`src/logic/bba_pkg.sv`:
```
// Constants, types and helpers for the binary and BCD adder unit
// Functional notes
// - Execution condition false: no addition, results and flags stay unchanged.
// - Single binary add stores 16-bit sum; carry when above FFFF.
// - Double binary add uses low word first; carry when above FFFF FFFF.
// - Single binary add with carry adds carry flag as carry-in.
// - Double binary add with carry adds carry flag into 32-bit sum.
// - Zero flag set when stored result word or words are all zero.
// - Positive overflow when both operands positive and result sign negative.
// - Negative overflow when both operands negative and result sign positive.
// - Sign flag follows bit 15 of result, upper word for double forms.
// - Binary operands are two's complement; 8000 to FFFF are negative.
// - Single BCD add with digit correction; carry when above 9999.
// - Double BCD add, low digits first; carry when above 9999 9999.
// - Single BCD add with carry uses carry flag as decimal carry-in.
// - Double BCD add with carry uses carry flag as carry-in.
// - Any non-decimal nibble in BCD operands sets fault, addition skipped.
// - Invalid indirect pointer also sets fault flag.
// - Unsigned binary range is 0000 to FFFF; carry marks overflow.
package bba_pkg;

   localparam int APB_ADDR_W = 12;
   localparam int WORD_W = 16;
   localparam int SIGN_BIT = 15;

   // Register byte offsets
   localparam logic [11:0] OFF_CTRL = 12'h000;
   localparam logic [11:0] OFF_OPA_LO = 12'h004;
   localparam logic [11:0] OFF_OPA_HI = 12'h008;
   localparam logic [11:0] OFF_OPB_LO = 12'h00C;
   localparam logic [11:0] OFF_OPB_HI = 12'h010;
   localparam logic [11:0] OFF_RES_LO = 12'h014;
   localparam logic [11:0] OFF_RES_HI = 12'h018;
   localparam logic [11:0] OFF_FLAGS = 12'h01C;
   localparam logic [11:0] OFF_INT_STATUS = 12'h020;
   localparam logic [11:0] OFF_INT_MASK = 12'h024;

   // Control register fields
   localparam int CTRL_OP_LSB = 0;
   localparam int CTRL_COND_BIT = 3;
   localparam int CTRL_PFAULT_BIT = 4;
   localparam int CTRL_GO_BIT = 8;
   localparam int CTRL_BUSY_BIT = 9;

   // Flag register fields
   localparam int FLG_W = 6;
   localparam int FLG_CARRY = 0;
   localparam int FLG_ZERO = 1;
   localparam int FLG_POVF = 2;
   localparam int FLG_NOVF = 3;
   localparam int FLG_SIGN = 4;
   localparam int FLG_FAULT = 5;

   // Interrupt fields
   localparam int INT_W = 3;
   localparam int INT_DONE = 0;
   localparam int INT_FAULT = 1;
   localparam int INT_OVF = 2;

   // Reset values
   localparam logic [15:0] RST_WORD = 16'h0000;
   localparam logic [5:0] RST_FLAGS = 6'h00;
   localparam logic [2:0] RST_INT = 3'h0;
   localparam logic [31:0] RST_PRDATA = 32'h0000_0000;

   // Decimal digit limits
   localparam logic [3:0] BCD_DIGIT_MAX = 4'h9;
   localparam logic [4:0] BCD_ADJUST = 5'h06;

   // Bit 0 carry-in, bit 1 double length, bit 2 decimal
   typedef enum logic [2:0] {
      bin_add_single = 3'b000,
      bin_add_single_cin = 3'b001,
      bin_add_double = 3'b010,
      bin_add_double_cin = 3'b011,
      dec_add_single = 3'b100,
      dec_add_single_cin = 3'b101,
      dec_add_double = 3'b110,
      dec_add_double_cin = 3'b111
   } bba_op_e;

   typedef enum logic [1:0] {
      st_idle = 2'b00,
      st_low = 2'b01,
      st_high = 2'b11,
      st_commit = 2'b10
   } bba_state_e;

   typedef struct packed {
      logic fault_flag;
      logic sign_flag;
      logic negative_overflow_flag;
      logic positive_overflow_flag;
      logic zero_flag;
      logic carry_flag;
   } bba_flags_s;

   typedef struct packed {
      logic [15:0] sum;
      logic cout;
      logic bad;
   } bba_word_sum_s;

   function automatic logic digit_ok(input logic [3:0] nib);
      digit_ok = (nib <= BCD_DIGIT_MAX);
   endfunction : digit_ok

endpackage : bba_pkg

```
`src/logic/bba_word_adder.sv`:
```
// One 16-bit word of binary or packed BCD addition
`timescale 1ns/1ps
`default_nettype none
module bba_word_adder (
   input wire logic [15:0] a,
   input wire logic [15:0] b,
   input wire logic cin,
   input wire logic dec_mode,
   output bba_pkg::bba_word_sum_s res
);

   always_comb begin
      logic [16:0] bin;
      logic [4:0] raw;
      logic c;
      logic bad;
      logic [15:0] dsum;
      bin = 17'h00000;
      raw = 5'h00;
      c = cin;
      bad = 1'b0;
      dsum = 16'h0000;
      bin = {1'b0, a} + {1'b0, b} + {16'h0000, cin};
      for (int i = 0; i < 4; i++) begin
         if (!bba_pkg::digit_ok(a[4*i +: 4]) || !bba_pkg::digit_ok(b[4*i +: 4])) begin
            bad = 1'b1;
         end
         raw = {1'b0, a[4*i +: 4]} + {1'b0, b[4*i +: 4]} + {4'h0, c};
         if (raw > {1'b0, bba_pkg::BCD_DIGIT_MAX}) begin
            raw = raw + bba_pkg::BCD_ADJUST;
            c = 1'b1;
         end else begin
            c = 1'b0;
         end
         dsum[4*i +: 4] = raw[3:0];
      end
      if (dec_mode) begin
         res.sum = dsum;
         res.cout = c;
         res.bad = bad;
      end else begin
         res.sum = bin[15:0];
         res.cout = bin[16];
         res.bad = 1'b0;
      end
   end

endmodule : bba_word_adder
`default_nettype wire

```
`src/logic/bba_adder_unit.sv`:
```
// Binary and BCD add unit with flags, APB register access and interrupt
`timescale 1ns/1ps
`default_nettype none
module bba_adder_unit (
   input wire logic pclk,
   input wire logic presetn,
   input wire logic psel,
   input wire logic penable,
   input wire logic pwrite,
   input wire logic [11:0] paddr,
   input wire logic [31:0] pwdata,
   output logic [31:0] prdata,
   output logic pready,
   output logic pslverr,
   output logic irq,
   output logic busy,
   output bba_pkg::bba_flags_s flags_out
);

   // Register file state
   bba_pkg::bba_op_e ctrl_op, next_ctrl_op;
   logic ctrl_cond, next_ctrl_cond;
   logic ctrl_pfault, next_ctrl_pfault;
   logic [15:0] opa_lo, next_opa_lo;
   logic [15:0] opa_hi, next_opa_hi;
   logic [15:0] opb_lo, next_opb_lo;
   logic [15:0] opb_hi, next_opb_hi;
   logic [2:0] int_mask, next_int_mask;
   logic [31:0] rdata, next_rdata;
   logic rerr, next_rerr;

   // Execution state
   bba_pkg::bba_state_e state, next_state;
   logic [15:0] part_lo, next_part_lo;
   logic [15:0] part_hi, next_part_hi;
   logic mid_carry, next_mid_carry;
   logic top_carry, next_top_carry;
   logic bad_acc, next_bad_acc;
   logic [15:0] res_lo, next_res_lo;
   logic [15:0] res_hi, next_res_hi;
   bba_pkg::bba_flags_s flags, next_flags;
   logic [2:0] int_status, next_int_status;

   // Decode
   logic setup_ph;
   logic wr_acc;
   logic idle;
   logic go;
   logic flags_wr;
   logic [2:0] int_clr;
   logic is_double;
   logic is_dec;
   logic [15:0] add_a;
   logic [15:0] add_b;
   logic add_cin;
   bba_pkg::bba_word_sum_s add_res;

   assign setup_ph = psel && !penable;
   assign wr_acc = psel && penable && pwrite;
   assign idle = (state == bba_pkg::st_idle);
   assign is_double = ctrl_op[1];
   assign is_dec = ctrl_op[2];
   // go only accepted while idle
   // Refused at setup stays refused, even if idle by the access edge
   assign go = wr_acc && idle && !rerr && (paddr == bba_pkg::OFF_CTRL) && pwdata[bba_pkg::CTRL_GO_BIT];
   assign flags_wr = wr_acc && idle && !rerr && (paddr == bba_pkg::OFF_FLAGS);
   assign int_clr = (wr_acc && (paddr == bba_pkg::OFF_INT_STATUS)) ? pwdata[2:0] : 3'h0;

   // Zero wait states; read data captured in setup
   assign pready = 1'b1;
   assign prdata = rdata;
   assign pslverr = rerr;
   assign irq = |(int_status & int_mask);
   assign busy = !idle;
   assign flags_out = flags;

   // Word slice, used for the low then the high word
   bba_word_adder u_word (
      .a(add_a),
      .b(add_b),
      .cin(add_cin),
      .dec_mode(is_dec),
      .res(add_res)
   );

   always_comb begin
      if (state == bba_pkg::st_high) begin
         add_a = opa_hi;
         add_b = opb_hi;
         // low half carry into high half
         add_cin = mid_carry;
      end else begin
         add_a = opa_lo;
         add_b = opb_lo;
         add_cin = ctrl_op[0] && flags.carry_flag;
      end
   end

   // Register file and APB read path
   always_comb begin
      logic wr_ok;
      logic known;
      wr_ok = wr_acc && idle && !rerr;
      known = 1'b1;
      next_ctrl_op = ctrl_op;
      next_ctrl_cond = ctrl_cond;
      next_ctrl_pfault = ctrl_pfault;
      next_opa_lo = opa_lo;
      next_opa_hi = opa_hi;
      next_opb_lo = opb_lo;
      next_opb_hi = opb_hi;
      next_int_mask = int_mask;
      next_rdata = rdata;
      next_rerr = rerr;
      // Operands locked while busy so they cannot change mid-add
      if (wr_ok) begin
         unique case (paddr)
            bba_pkg::OFF_CTRL: begin
               next_ctrl_op = bba_pkg::bba_op_e'(pwdata[bba_pkg::CTRL_OP_LSB +: 3]);
               next_ctrl_cond = pwdata[bba_pkg::CTRL_COND_BIT];
               next_ctrl_pfault = pwdata[bba_pkg::CTRL_PFAULT_BIT];
            end
            bba_pkg::OFF_OPA_LO: next_opa_lo = pwdata[15:0];
            bba_pkg::OFF_OPA_HI: next_opa_hi = pwdata[15:0];
            bba_pkg::OFF_OPB_LO: next_opb_lo = pwdata[15:0];
            bba_pkg::OFF_OPB_HI: next_opb_hi = pwdata[15:0];
            default: begin
            end
         endcase
      end
      if (wr_acc && (paddr == bba_pkg::OFF_INT_MASK)) begin
         next_int_mask = pwdata[2:0];
      end
      if (setup_ph) begin
         next_rdata = 32'h0000_0000;
         unique case (paddr)
            bba_pkg::OFF_CTRL: begin
               next_rdata[bba_pkg::CTRL_OP_LSB +: 3] = ctrl_op;
               next_rdata[bba_pkg::CTRL_COND_BIT] = ctrl_cond;
               next_rdata[bba_pkg::CTRL_PFAULT_BIT] = ctrl_pfault;
               next_rdata[bba_pkg::CTRL_BUSY_BIT] = !idle;
            end
            bba_pkg::OFF_OPA_LO: next_rdata[15:0] = opa_lo;
            bba_pkg::OFF_OPA_HI: next_rdata[15:0] = opa_hi;
            bba_pkg::OFF_OPB_LO: next_rdata[15:0] = opb_lo;
            bba_pkg::OFF_OPB_HI: next_rdata[15:0] = opb_hi;
            bba_pkg::OFF_RES_LO: next_rdata[15:0] = res_lo;
            bba_pkg::OFF_RES_HI: next_rdata[15:0] = res_hi;
            bba_pkg::OFF_FLAGS: next_rdata[5:0] = flags;
            bba_pkg::OFF_INT_STATUS: next_rdata[2:0] = int_status;
            bba_pkg::OFF_INT_MASK: next_rdata[2:0] = int_mask;
            default: known = 1'b0;
         endcase
         // Unmapped, or a locked register written while busy
         next_rerr = !known || (pwrite && !idle && (paddr <= bba_pkg::OFF_OPB_HI
                     || paddr == bba_pkg::OFF_FLAGS));
      end
   end

   always_ff @(posedge pclk or negedge presetn) begin
      if (!presetn) begin
         ctrl_op <= bba_pkg::bin_add_single;
         ctrl_cond <= 1'b0;
         ctrl_pfault <= 1'b0;
         opa_lo <= bba_pkg::RST_WORD;
         opa_hi <= bba_pkg::RST_WORD;
         opb_lo <= bba_pkg::RST_WORD;
         opb_hi <= bba_pkg::RST_WORD;
         int_mask <= bba_pkg::RST_INT;
         rdata <= bba_pkg::RST_PRDATA;
         rerr <= 1'b0;
      end else begin
         ctrl_op <= next_ctrl_op;
         ctrl_cond <= next_ctrl_cond;
         ctrl_pfault <= next_ctrl_pfault;
         opa_lo <= next_opa_lo;
         opa_hi <= next_opa_hi;
         opb_lo <= next_opb_lo;
         opb_hi <= next_opb_hi;
         int_mask <= next_int_mask;
         rdata <= next_rdata;
         rerr <= next_rerr;
      end
   end

   // Sequencing, results, flags and interrupt status
   always_comb begin
      logic [2:0] ev;
      logic [15:0] top;
      logic a_neg;
      logic b_neg;
      logic go_cond;
      logic go_pf;
      ev = 3'h0;
      top = 16'h0000;
      a_neg = 1'b0;
      b_neg = 1'b0;
      go_cond = go && pwdata[bba_pkg::CTRL_COND_BIT];
      go_pf = pwdata[bba_pkg::CTRL_PFAULT_BIT];
      next_state = state;
      next_part_lo = part_lo;
      next_part_hi = part_hi;
      next_mid_carry = mid_carry;
      next_top_carry = top_carry;
      next_bad_acc = bad_acc;
      next_res_lo = res_lo;
      next_res_hi = res_hi;
      next_flags = flags;
      if (flags_wr) begin
         next_flags = bba_pkg::bba_flags_s'(pwdata[bba_pkg::FLG_W-1:0]);
      end
      unique case (state)
         bba_pkg::st_idle: begin
            if (go) begin
               ev[bba_pkg::INT_DONE] = 1'b1;
               // condition off completes with nothing changed
               if (go_cond && go_pf) begin
                  next_flags.fault_flag = 1'b1;
                  ev[bba_pkg::INT_FAULT] = 1'b1;
               end else if (go_cond) begin
                  ev[bba_pkg::INT_DONE] = 1'b0;
                  next_state = bba_pkg::st_low;
               end
            end
         end
         bba_pkg::st_low: begin
            next_part_lo = add_res.sum;
            next_mid_carry = add_res.cout;
            next_bad_acc = add_res.bad;
            next_state = is_double ? bba_pkg::st_high : bba_pkg::st_commit;
         end
         bba_pkg::st_high: begin
            next_part_hi = add_res.sum;
            next_top_carry = add_res.cout;
            next_bad_acc = bad_acc || add_res.bad;
            next_state = bba_pkg::st_commit;
         end
         bba_pkg::st_commit: begin
            next_state = bba_pkg::st_idle;
            ev[bba_pkg::INT_DONE] = 1'b1;
            if (bad_acc) begin
               // fault, results and other flags untouched
               next_flags.fault_flag = 1'b1;
               ev[bba_pkg::INT_FAULT] = 1'b1;
            end else begin
               next_res_lo = part_lo;
               if (is_double) begin
                  next_res_hi = part_hi;
               end
               top = is_double ? part_hi : part_lo;
               // sign taken from the upper word for double forms, the low word for single forms
               a_neg = is_double ? opa_hi[bba_pkg::SIGN_BIT] : opa_lo[bba_pkg::SIGN_BIT];
               b_neg = is_double ? opb_hi[bba_pkg::SIGN_BIT] : opb_lo[bba_pkg::SIGN_BIT];
               next_flags.fault_flag = 1'b0;
               next_flags.carry_flag = is_double ? top_carry : mid_carry;
               next_flags.zero_flag = (part_lo == 16'h0000) && (!is_double || part_hi == 16'h0000);
               // Decimal forms leave the signed flags alone
               if (!is_dec) begin
                  next_flags.sign_flag = top[bba_pkg::SIGN_BIT];
                  next_flags.positive_overflow_flag = !a_neg && !b_neg && top[bba_pkg::SIGN_BIT];
                  next_flags.negative_overflow_flag = a_neg && b_neg && !top[bba_pkg::SIGN_BIT];
                  ev[bba_pkg::INT_OVF] = next_flags.positive_overflow_flag
                                         || next_flags.negative_overflow_flag;
               end
            end
         end
      endcase
      // New events win over a same-cycle clear
      next_int_status = (int_status & ~int_clr) | ev;
   end

   always_ff @(posedge pclk or negedge presetn) begin
      if (!presetn) begin
         state <= bba_pkg::st_idle;
         part_lo <= bba_pkg::RST_WORD;
         part_hi <= bba_pkg::RST_WORD;
         mid_carry <= 1'b0;
         top_carry <= 1'b0;
         bad_acc <= 1'b0;
         res_lo <= bba_pkg::RST_WORD;
         res_hi <= bba_pkg::RST_WORD;
         flags <= bba_pkg::bba_flags_s'(bba_pkg::RST_FLAGS);
         int_status <= bba_pkg::RST_INT;
      end else begin
         state <= next_state;
         part_lo <= next_part_lo;
         part_hi <= next_part_hi;
         mid_carry <= next_mid_carry;
         top_carry <= next_top_carry;
         bad_acc <= next_bad_acc;
         res_lo <= next_res_lo;
         res_hi <= next_res_hi;
         flags <= next_flags;
         int_status <= next_int_status;
      end
   end

endmodule : bba_adder_unit
`default_nettype wire

```
`config.mk`:
```
export PLATFORM = sky130hd
export DESIGN_NAME = bba_adder_unit
export DESIGN_NICKNAME = d
export VERILOG_FILES = /design/src/logic/bba_pkg.sv /design/src/logic/bba_word_adder.sv /design/src/logic/bba_adder_unit.sv
export SDC_FILE = /design/constraint.sdc
export NUM_CORES = 1
export LEC_CHECK = 0
export ABC_AREA = 1
export ABC_CLOCK_PERIOD_IN_PS = 15300
export BUFFER_PORTS_ARGS = -buffer_cell sky130_fd_sc_hd__buf_2
export CORE_MARGIN = 2
export CORE_UTILIZATION = 55
export DETAILED_ROUTE_END_ITERATION = 10
export PLACE_DENSITY_LB_ADDON = 0.08
export SLEW_MARGIN = 0
export SYNTH_ARGS = -nofsm -noshare
export SYNTH_HDL_FRONTEND = slang
export SYNTH_HIERARCHICAL = 1
export SYNTH_SLANG_ARGS = --single-unit
export TNS_END_PERCENT = 10
```
`constraint.sdc`:
```
create_clock -name pclk -period 15.3 [get_ports pclk]
set_input_delay 0.765 -clock pclk [delete_from_list [all_inputs] [get_ports pclk]]
set_output_delay 0.765 -clock pclk [all_outputs]
set_load 0.02 [all_outputs]
```
==> impl_results.md, run 1 <==
- Status: finished, final reports clean
- Primary FF master, synth: dfrtp_1
- Min-delay worst type: in2async
- Initial antenna violation count: 0
- FFs w/ async S/R, synth: 1.00
- Yosys cell types: 44
- Critical path required time: 15,610 ps
- Slowest CP cell: dfrtp_1
- Rel. slew slack: 0.204
- Top post-synthesis cells by area: dfrtp_1 (40%), nand2_1 (13%), nand3_1 (6.1%), inv_1 (5.2%), o21ai_0 (4.8%)
- CP Capture Type: flop
- Commonest cells post-synth: nand2_1 (371), dfrtp_1 (167), inv_1 (146)
- Synth top area share: 0.398
- Cell taking the most area after synthesis: dfrtp_1
- Leakage power: 5.82 nW
- First-pass GRT wire length: 46.4 mm
- Maximum clock frequency: 113 MHz
- Synth Instances: 1,383
- Synth warn: 6
- Post-CTS Setup Bufs: 0
- Top layer in use: met4
- Final Cycle Share: 0.578
- Cts hold-fix bufs: 0
- Mean area per synthesized cell: 7.59 um2
- CTS buffer count: 17
- Core box area: 18,700 um2
- Largest net degree at the start of global routing: 105
- Fin util: 0.603
- Num rows: 50
- Post-synth EDFFs: 0
- RSZ-0062 raised after global routing: false
- CTS root buffer: clkbuf_16
- Final WL: 29.0 mm
- # DRC: 0
- Clock slew at reported path FFs: 60 ps
- Clock buffer depth: 2
- Setup TNS: 0 ps
- Seq/Total Area, Yosys: 0.398
- Actual slew at the worst max-slew pin: 1190 ps
- Die Y: 142 um
- Met2 Wirelength: 13.4 mm
- Setup Skew: 9.47 ps
- DIE WIDTH: 142 um
- DRT antenna net count: 0
- Starting Density: 0.561
- Vias per cell: 5.47
- Metal3 WL: 1.66 mm
- Count of final hold-check violations: 0
- Pre-antenna DRT Iters: 6
- Clock period minus worst slack: 8840 ps
- CP peak stage delay: 650 ps
- Wire per inst: 17.5 um
- Post-Synthesis Cell Area: 10,500 um2
- Routed vias: 9,049
- # diodes: 0
- Yosys reg bits: 167
- Post-detail-place hpwl: 21.4 mm
- Design Power: 0.936 mW
- Share of cells above drive strength 1: 0.153
- PD cells: 83.0 nW/um2
- Vias in the first global route: 8,469
- Final Wtd Congestion: 0.926
- Final Slew Violations: 0
- Maximum vdd drop: 0.0839 mV
- Critical Path Source Type: flop
- Setup violators final: 0
- Initial DRC count: 829
- Worst-skew pair later-pin latency: 430 ps
- Ports: 91
- H-tree Lvls: 4
- Die Area: 20,200 um2
- CTS sink count: 167
- Most frequent cell on the critical path: nand2_1
- GRT Util Overall: 0.300
- Port Buffer Count: 57
- Worst path arrival time: 9150 ps
- Fillers: 1,777
- Max_cap viols: 0
- GRT overflow: 0
- Fin nets: 1,486
- Critical path class: reg2reg
- CTS tree: done
- Synth-to-Final Area Change: 7.43%
- Worst Path Max Fanout: 66
- Number of gates resized after cts: 0
- Most frequent cell after synthesis: nand2_1
- Post-Route M1 WL: 13.0 mm
cells in the final DEF, fill, tap and decap left out, types with 4 or more instances in the layout:
| master | n |
|---|---|
| o21ai_2 | 32 |
| nor2_4 | 10 |
| conb_1 | 17 |
| inv_1 | 146 |
| nand3_2 | 6 |
| o21ai_0 | 100 |
| nor2_1 | 110 |
| nand2_1 | 370 |
| dfrtp_1 | 167 |
| inv_2 | 11 |
| ha_1 | 22 |
| o21ai_1 | 43 |
| nand2_4 | 12 |
| fa_1 | 7 |
| nand4_1 | 14 |
| clkbuf_16 | 17 |
| nand3_1 | 128 |
| a21oi_1 | 47 |
| nor4_1 | 5 |
| nand3b_1 | 6 |
| mux2_2 | 20 |
| clkinvlp_4 | 4 |
| buf_2 | 56 |
| buf_4 | 5 |
| nand2_2 | 20 |
flip-flops by register name, indices dropped and copies added, names as in the netlist, 3 cells and up:
register	flops
opa_hi	16
opb_hi	16
prdata	16
res_lo	16
int_status	3
int_mask	3
part_hi	16
res_hi	16
opb_lo	16
part_lo	16
flags_out	6
ctrl_op	3
opa_lo	16
stage by stage:
step	hold slack, ps	area (um2)	std cells	setup slack [ps]
CTS	480	11300	1655	6560
detailed placement	463	10700	1623	6600
global placement	461	10700	1623	6650
floorplan	454	10600	1398	7710
global route	503	11300	1655	5810
finish	463	11300	1655	6460
cells by family after synthesis:
kind of cell / Yosys count / synth area share
buffers and inverters: 231 / 0.107
and+or+nand+nor: 697 / 0.303
adders and majority gates: 29 / 0.0396
other: 2 / 0.000715
DFF: 167 / 0.398
AOI/OAI and AO/OA: 234 / 0.128
muxes: 20 / 0.0215
xor gates and xnor gates: 3 / 0.00250
where the power goes:
part           internal (mW)  leakage (nW)  switching [mW]
sequential             0.444          2.29         0.00229
clock                  0.261         0.281           0.188
combinational        0.00897          3.26          0.0323
total                  0.714          5.82           0.223
per-layer routing:
layer,global-route usage,vias to the layer above
li1,-,4478
met1,0.410,4185
met2,0.487,333
met3,0.0485,53
met4,0.106,0
met5,0,-
worst max-delay path, delay by kind of cell (launching register included):
| kind | cells | cell delay [ps] |
|---|---|---|
| adder cells (fa/ha/maj) | 10 | 3280 |
| XOR/XNOR | 1 | 370 |
| flip-flops | 1 | 650 |
| AND/OR/NAND/NOR | 19 | 2100 |
| buffers and inverters | 10 | 1060 |
| multiplexers | 1 | 280 |
| AO/OA/AOI/OAI | 5 | 950 |
final timing paths:
check | slack, ps | cells past startpoint | end | start
max in group asynchronous | 13470 | 2 | res_hi[11] | presetn
worst max-delay path | 6460 | 46 | top_carry | state[0]
worst min-delay path | 460 | 1 | int_mask[2] | presetn
worst max register to register | 6460 | 46 | top_carry | state[0]
min in group pclk | 480 | 2 | prdata[3] | prdata[3]
worst min register to register | 480 | 2 | prdata[3] | prdata[3]
cell type report:
| class | instances | area (um2) | area share |
|---|---|---|---|
| Multi-Input combinational cell | 1000 | 5260 | 0.467 |
| Inverter | 160 | 608 | 0.0539 |
| Sequential cell | 167 | 4180 | 0.371 |
| Clock buffer | 20 | 437 | 0.0387 |
| Clock inverter | 12 | 169 | 0.0150 |
| Timing Repair Buffer | 62 | 329 | 0.0292 |
| Tap cell | 234 | 293 | 0.0260 |
Power figures use the tool's default switching activity.
==> run 2, diff against run 1 <==
--- a/config.mk
+++ b/config.mk
@@ -6,7 +6,7 @@
 export NUM_CORES = 1
 export LEC_CHECK = 0
 export ABC_AREA = 1
-export ABC_CLOCK_PERIOD_IN_PS = 15300
+export ABC_CLOCK_PERIOD_IN_PS = 7500
 export BUFFER_PORTS_ARGS = -buffer_cell sky130_fd_sc_hd__buf_2
 export CORE_MARGIN = 2
 export CORE_UTILIZATION = 55
==> constraint.sdc (replaced) <==
create_clock -name pclk -period 7.5 [get_ports pclk]
set_input_delay 0.375 -clock pclk [delete_from_list [all_inputs] [get_ports pclk]]
set_output_delay 0.375 -clock pclk [all_outputs]
set_load 0.02 [all_outputs]
==> impl_results.md, run 2 (synthesis gave the netlist of run 1 again) <==
- Slowest CP cell: fa_2 (was dfrtp_1)
- Crit Reg-Reg Endpoint: part_hi[15] (was top_carry)
- DRT antenna net count: 0 (unchanged)
- CP Capture Type: flop (unchanged)
- PD cells: 161 nW/um2 (was 83.0 nW/um2)
- Design Power: 1.89 mW (was 0.936 mW)
- # diodes: 0 (unchanged)
- Commonest non-fill, non-tap cell in the layout: nand2_1 (unchanged)
- Max_cap viols: 0 (unchanged)
- Most frequent cell on the critical path: nand2_2 (was nand2_1)
- Num rows: 50 (unchanged)
- Worst R2R Start: state[0] (unchanged)
- Final Slew Violations: 0 (unchanged)
- Wire per inst: 18.0 um (was 17.5 um)
- Die Y: 142 um (unchanged)
- Setup violators final: 0 (unchanged)
- Rel. slew slack: 0.341 (was 0.204)
- Initial DRC count: 818 (was 829)
- Critical path class: reg2reg (unchanged)
- Worst path depth: 45 (was 46)
- Critical path required time: 7860 ps (was 15,610 ps)
- Vias per cell: 5.55 (was 5.47)
- Delay-heaviest family, CP: adder cells (unchanged)
- Vias in the first global route: 8,611 (was 8,469)
- Final Wtd Congestion: 0.937 (was 0.926)
- Worst-skew pair later-pin latency: 440 ps (was 430 ps)
- Final Cycle Share: 0.964 (was 0.578)
- Port Buffer Count: 57 (unchanged)
- Status: finished, final reports clean (unchanged)
- Core box area: 18,700 um2 (unchanged)
- Reg-to-reg setup timing slack: 270 ps (was 6460 ps)
- Post-detail-place hpwl: 22.0 mm (was 21.4 mm)
- CTS buffer count: 17 (unchanged)
- Leakage power: 6.02 nW (was 5.82 nW)
- Finished Layout Cells: 1,683 (was 1,655)
- Cts hold-fix bufs: 0 (unchanged)
- Actual slew at the worst max-slew pin: 988 ps (was 1190 ps)
- Final WL: 30.3 mm (was 29.0 mm)
- Synth-to-Final Area Change: 12.0% (was 7.43%)
- RSZ-0062 raised after global routing: true (was false)
- Crit path buf inv count: 7 (was 10)
- Pre-antenna DRT Iters: 5 (was 6)
- CP endpoint: part_hi[15] (was top_carry)
- Commonest cells after routing, fill and taps aside: nand2_1 (359), dfrtp_1 (167), inv_1 (137) (was nand2_1 (370), dfrtp_1 (167), inv_1 (146))
- Count of final hold-check violations: 0 (unchanged)
- First-pass GRT wire length: 46.9 mm (was 46.4 mm)
- R2R depth: 45 (was 46)
- Maximum clock frequency: 138 MHz (was 113 MHz)
- Final setup margin: 269 ps (was 6460 ps)
- Routed vias: 9,334 (was 9,049)
- Setup Skew: 11.9 ps (was 9.47 ps)
- CTS tree: done (unchanged)
- Share of cells above drive strength 1: 0.204 (was 0.153)
- Starting Density: 0.561 (unchanged)
- CTS root buffer: clkbuf_16 (unchanged)
- GRT Util Overall: 0.305 (was 0.300)
- Clock period minus worst slack: 7230 ps (was 8840 ps)
- Ports: 91 (unchanged)
- Post-place setup slack: -130 ps (was 6600 ps)
- Clock slew at reported path FFs: 70 ps (was 60 ps)
- Critical Path Source Type: flop (unchanged)
- H-tree Lvls: 4 (unchanged)
- Setup TNS: 0 ps (unchanged)
- Fin nets: 1,514 (was 1,486)
- Clock buffer depth: 2 (unchanged)
- # DRC: 0 (unchanged)
- Min-delay worst type: in2async (unchanged)
- Largest net degree at the start of global routing: 93 (was 105)
- Fillers: 1,694 (was 1,777)
- Worst Path Max Fanout: 6 (was 66)
- Die Area: 20,200 um2 (unchanged)
- CP peak stage delay: 620 ps (was 650 ps)
- Worst path arrival time: 7590 ps (was 9150 ps)
- Initial antenna violation count: 0 (unchanged)
- Cell count after placement: 1,637 (was 1,623)
- GRT overflow: 0 (unchanged)
- Worst Setup SP: state[0] (unchanged)
- Maximum vdd drop: 0.180 mV (was 0.0839 mV)
- DIE WIDTH: 142 um (unchanged)
- CTS sink count: 167 (unchanged)
==> run 2: cell count changes in the layout (fill, tap and decap cells not counted), moves of 7 or more <==
cell,before,now
buf_4,5,30
fa_1,7,0
fa_2,0,7
ha_1,22,14
ha_4,0,8
inv_1,146,137
inv_2,11,19
nand2_1,370,359
nand2_2,20,27
==> run 2: report_power, final <==
part	switching (mW)	internal, mW
Sequential	0.00463	0.906
Combinational	0.0670	0.0183
Clock	0.415	0.484
==> run 2: repair_timing <==
item | 4_1_cts | 5_1_grt
endpoints found under the hold margin | 0 | 0
buffers inserted | 0 | 14
gates resized for setup | 4 | 71
pin swaps | 0 | 31
setup endpoints to repair | 8 | 8
==> run 2: how the worst min path moves through the flow <==
stage / end / cells past startpoint / startpoint
detailed placement: prdata[4] / 2 / prdata[4]
global placement: prdata[4] / 2 / prdata[4]
finish: flags_out[2] / 1 / presetn
CTS: int_mask[2] / 1 / presetn
global route: flags_out[2] / 1 / presetn
floorplan: bad_acc / 0 / presetn
==> run 2: routing by layer <==
metal / vias up / global-route usage / wire (um)
met5: - / 0 / 0
met4: 0 / 0.139 / 1210
met3: 79 / 0.0488 / 1810
met2: 361 / 0.500 / 14300
met1: 4357 / 0.399 / 13000
li1: 4537 / - / -
==> run 2: through the flow <==
stage | hold slack, ps | utilization | cell area [um2]
finish | 12.5 | 0.629 | 11800
global route | 95.4 | 0.629 | 11800
CTS | 52.8 | 0.609 | 11400
detailed placement | 460 | 0.576 | 10800
global placement | 459 | 0.576 | 10800
floorplan | 79.4 | - | 10600
==> run 2: worst reg2reg max path: cells and delay by family, from the launching register on <==
kind	cells	cell delay (ps)
fa+ha+maj	11	3840
compound gates	5	460
flops	1	410
mux	1	320
simple gates	21	1690
buf+inv	7	440
==> run 2: cell type report <==
cell class                 instances  area, um2  share of cell area
clock inverter                    14        156              0.0133
clock buffer                      18        439              0.0373
multi-input combinational       1000       5530               0.470
tap                              234        293              0.0249
timing repair buffer              90        554              0.0471
inverter                         160        611              0.0519
sequential                       167       4180               0.355
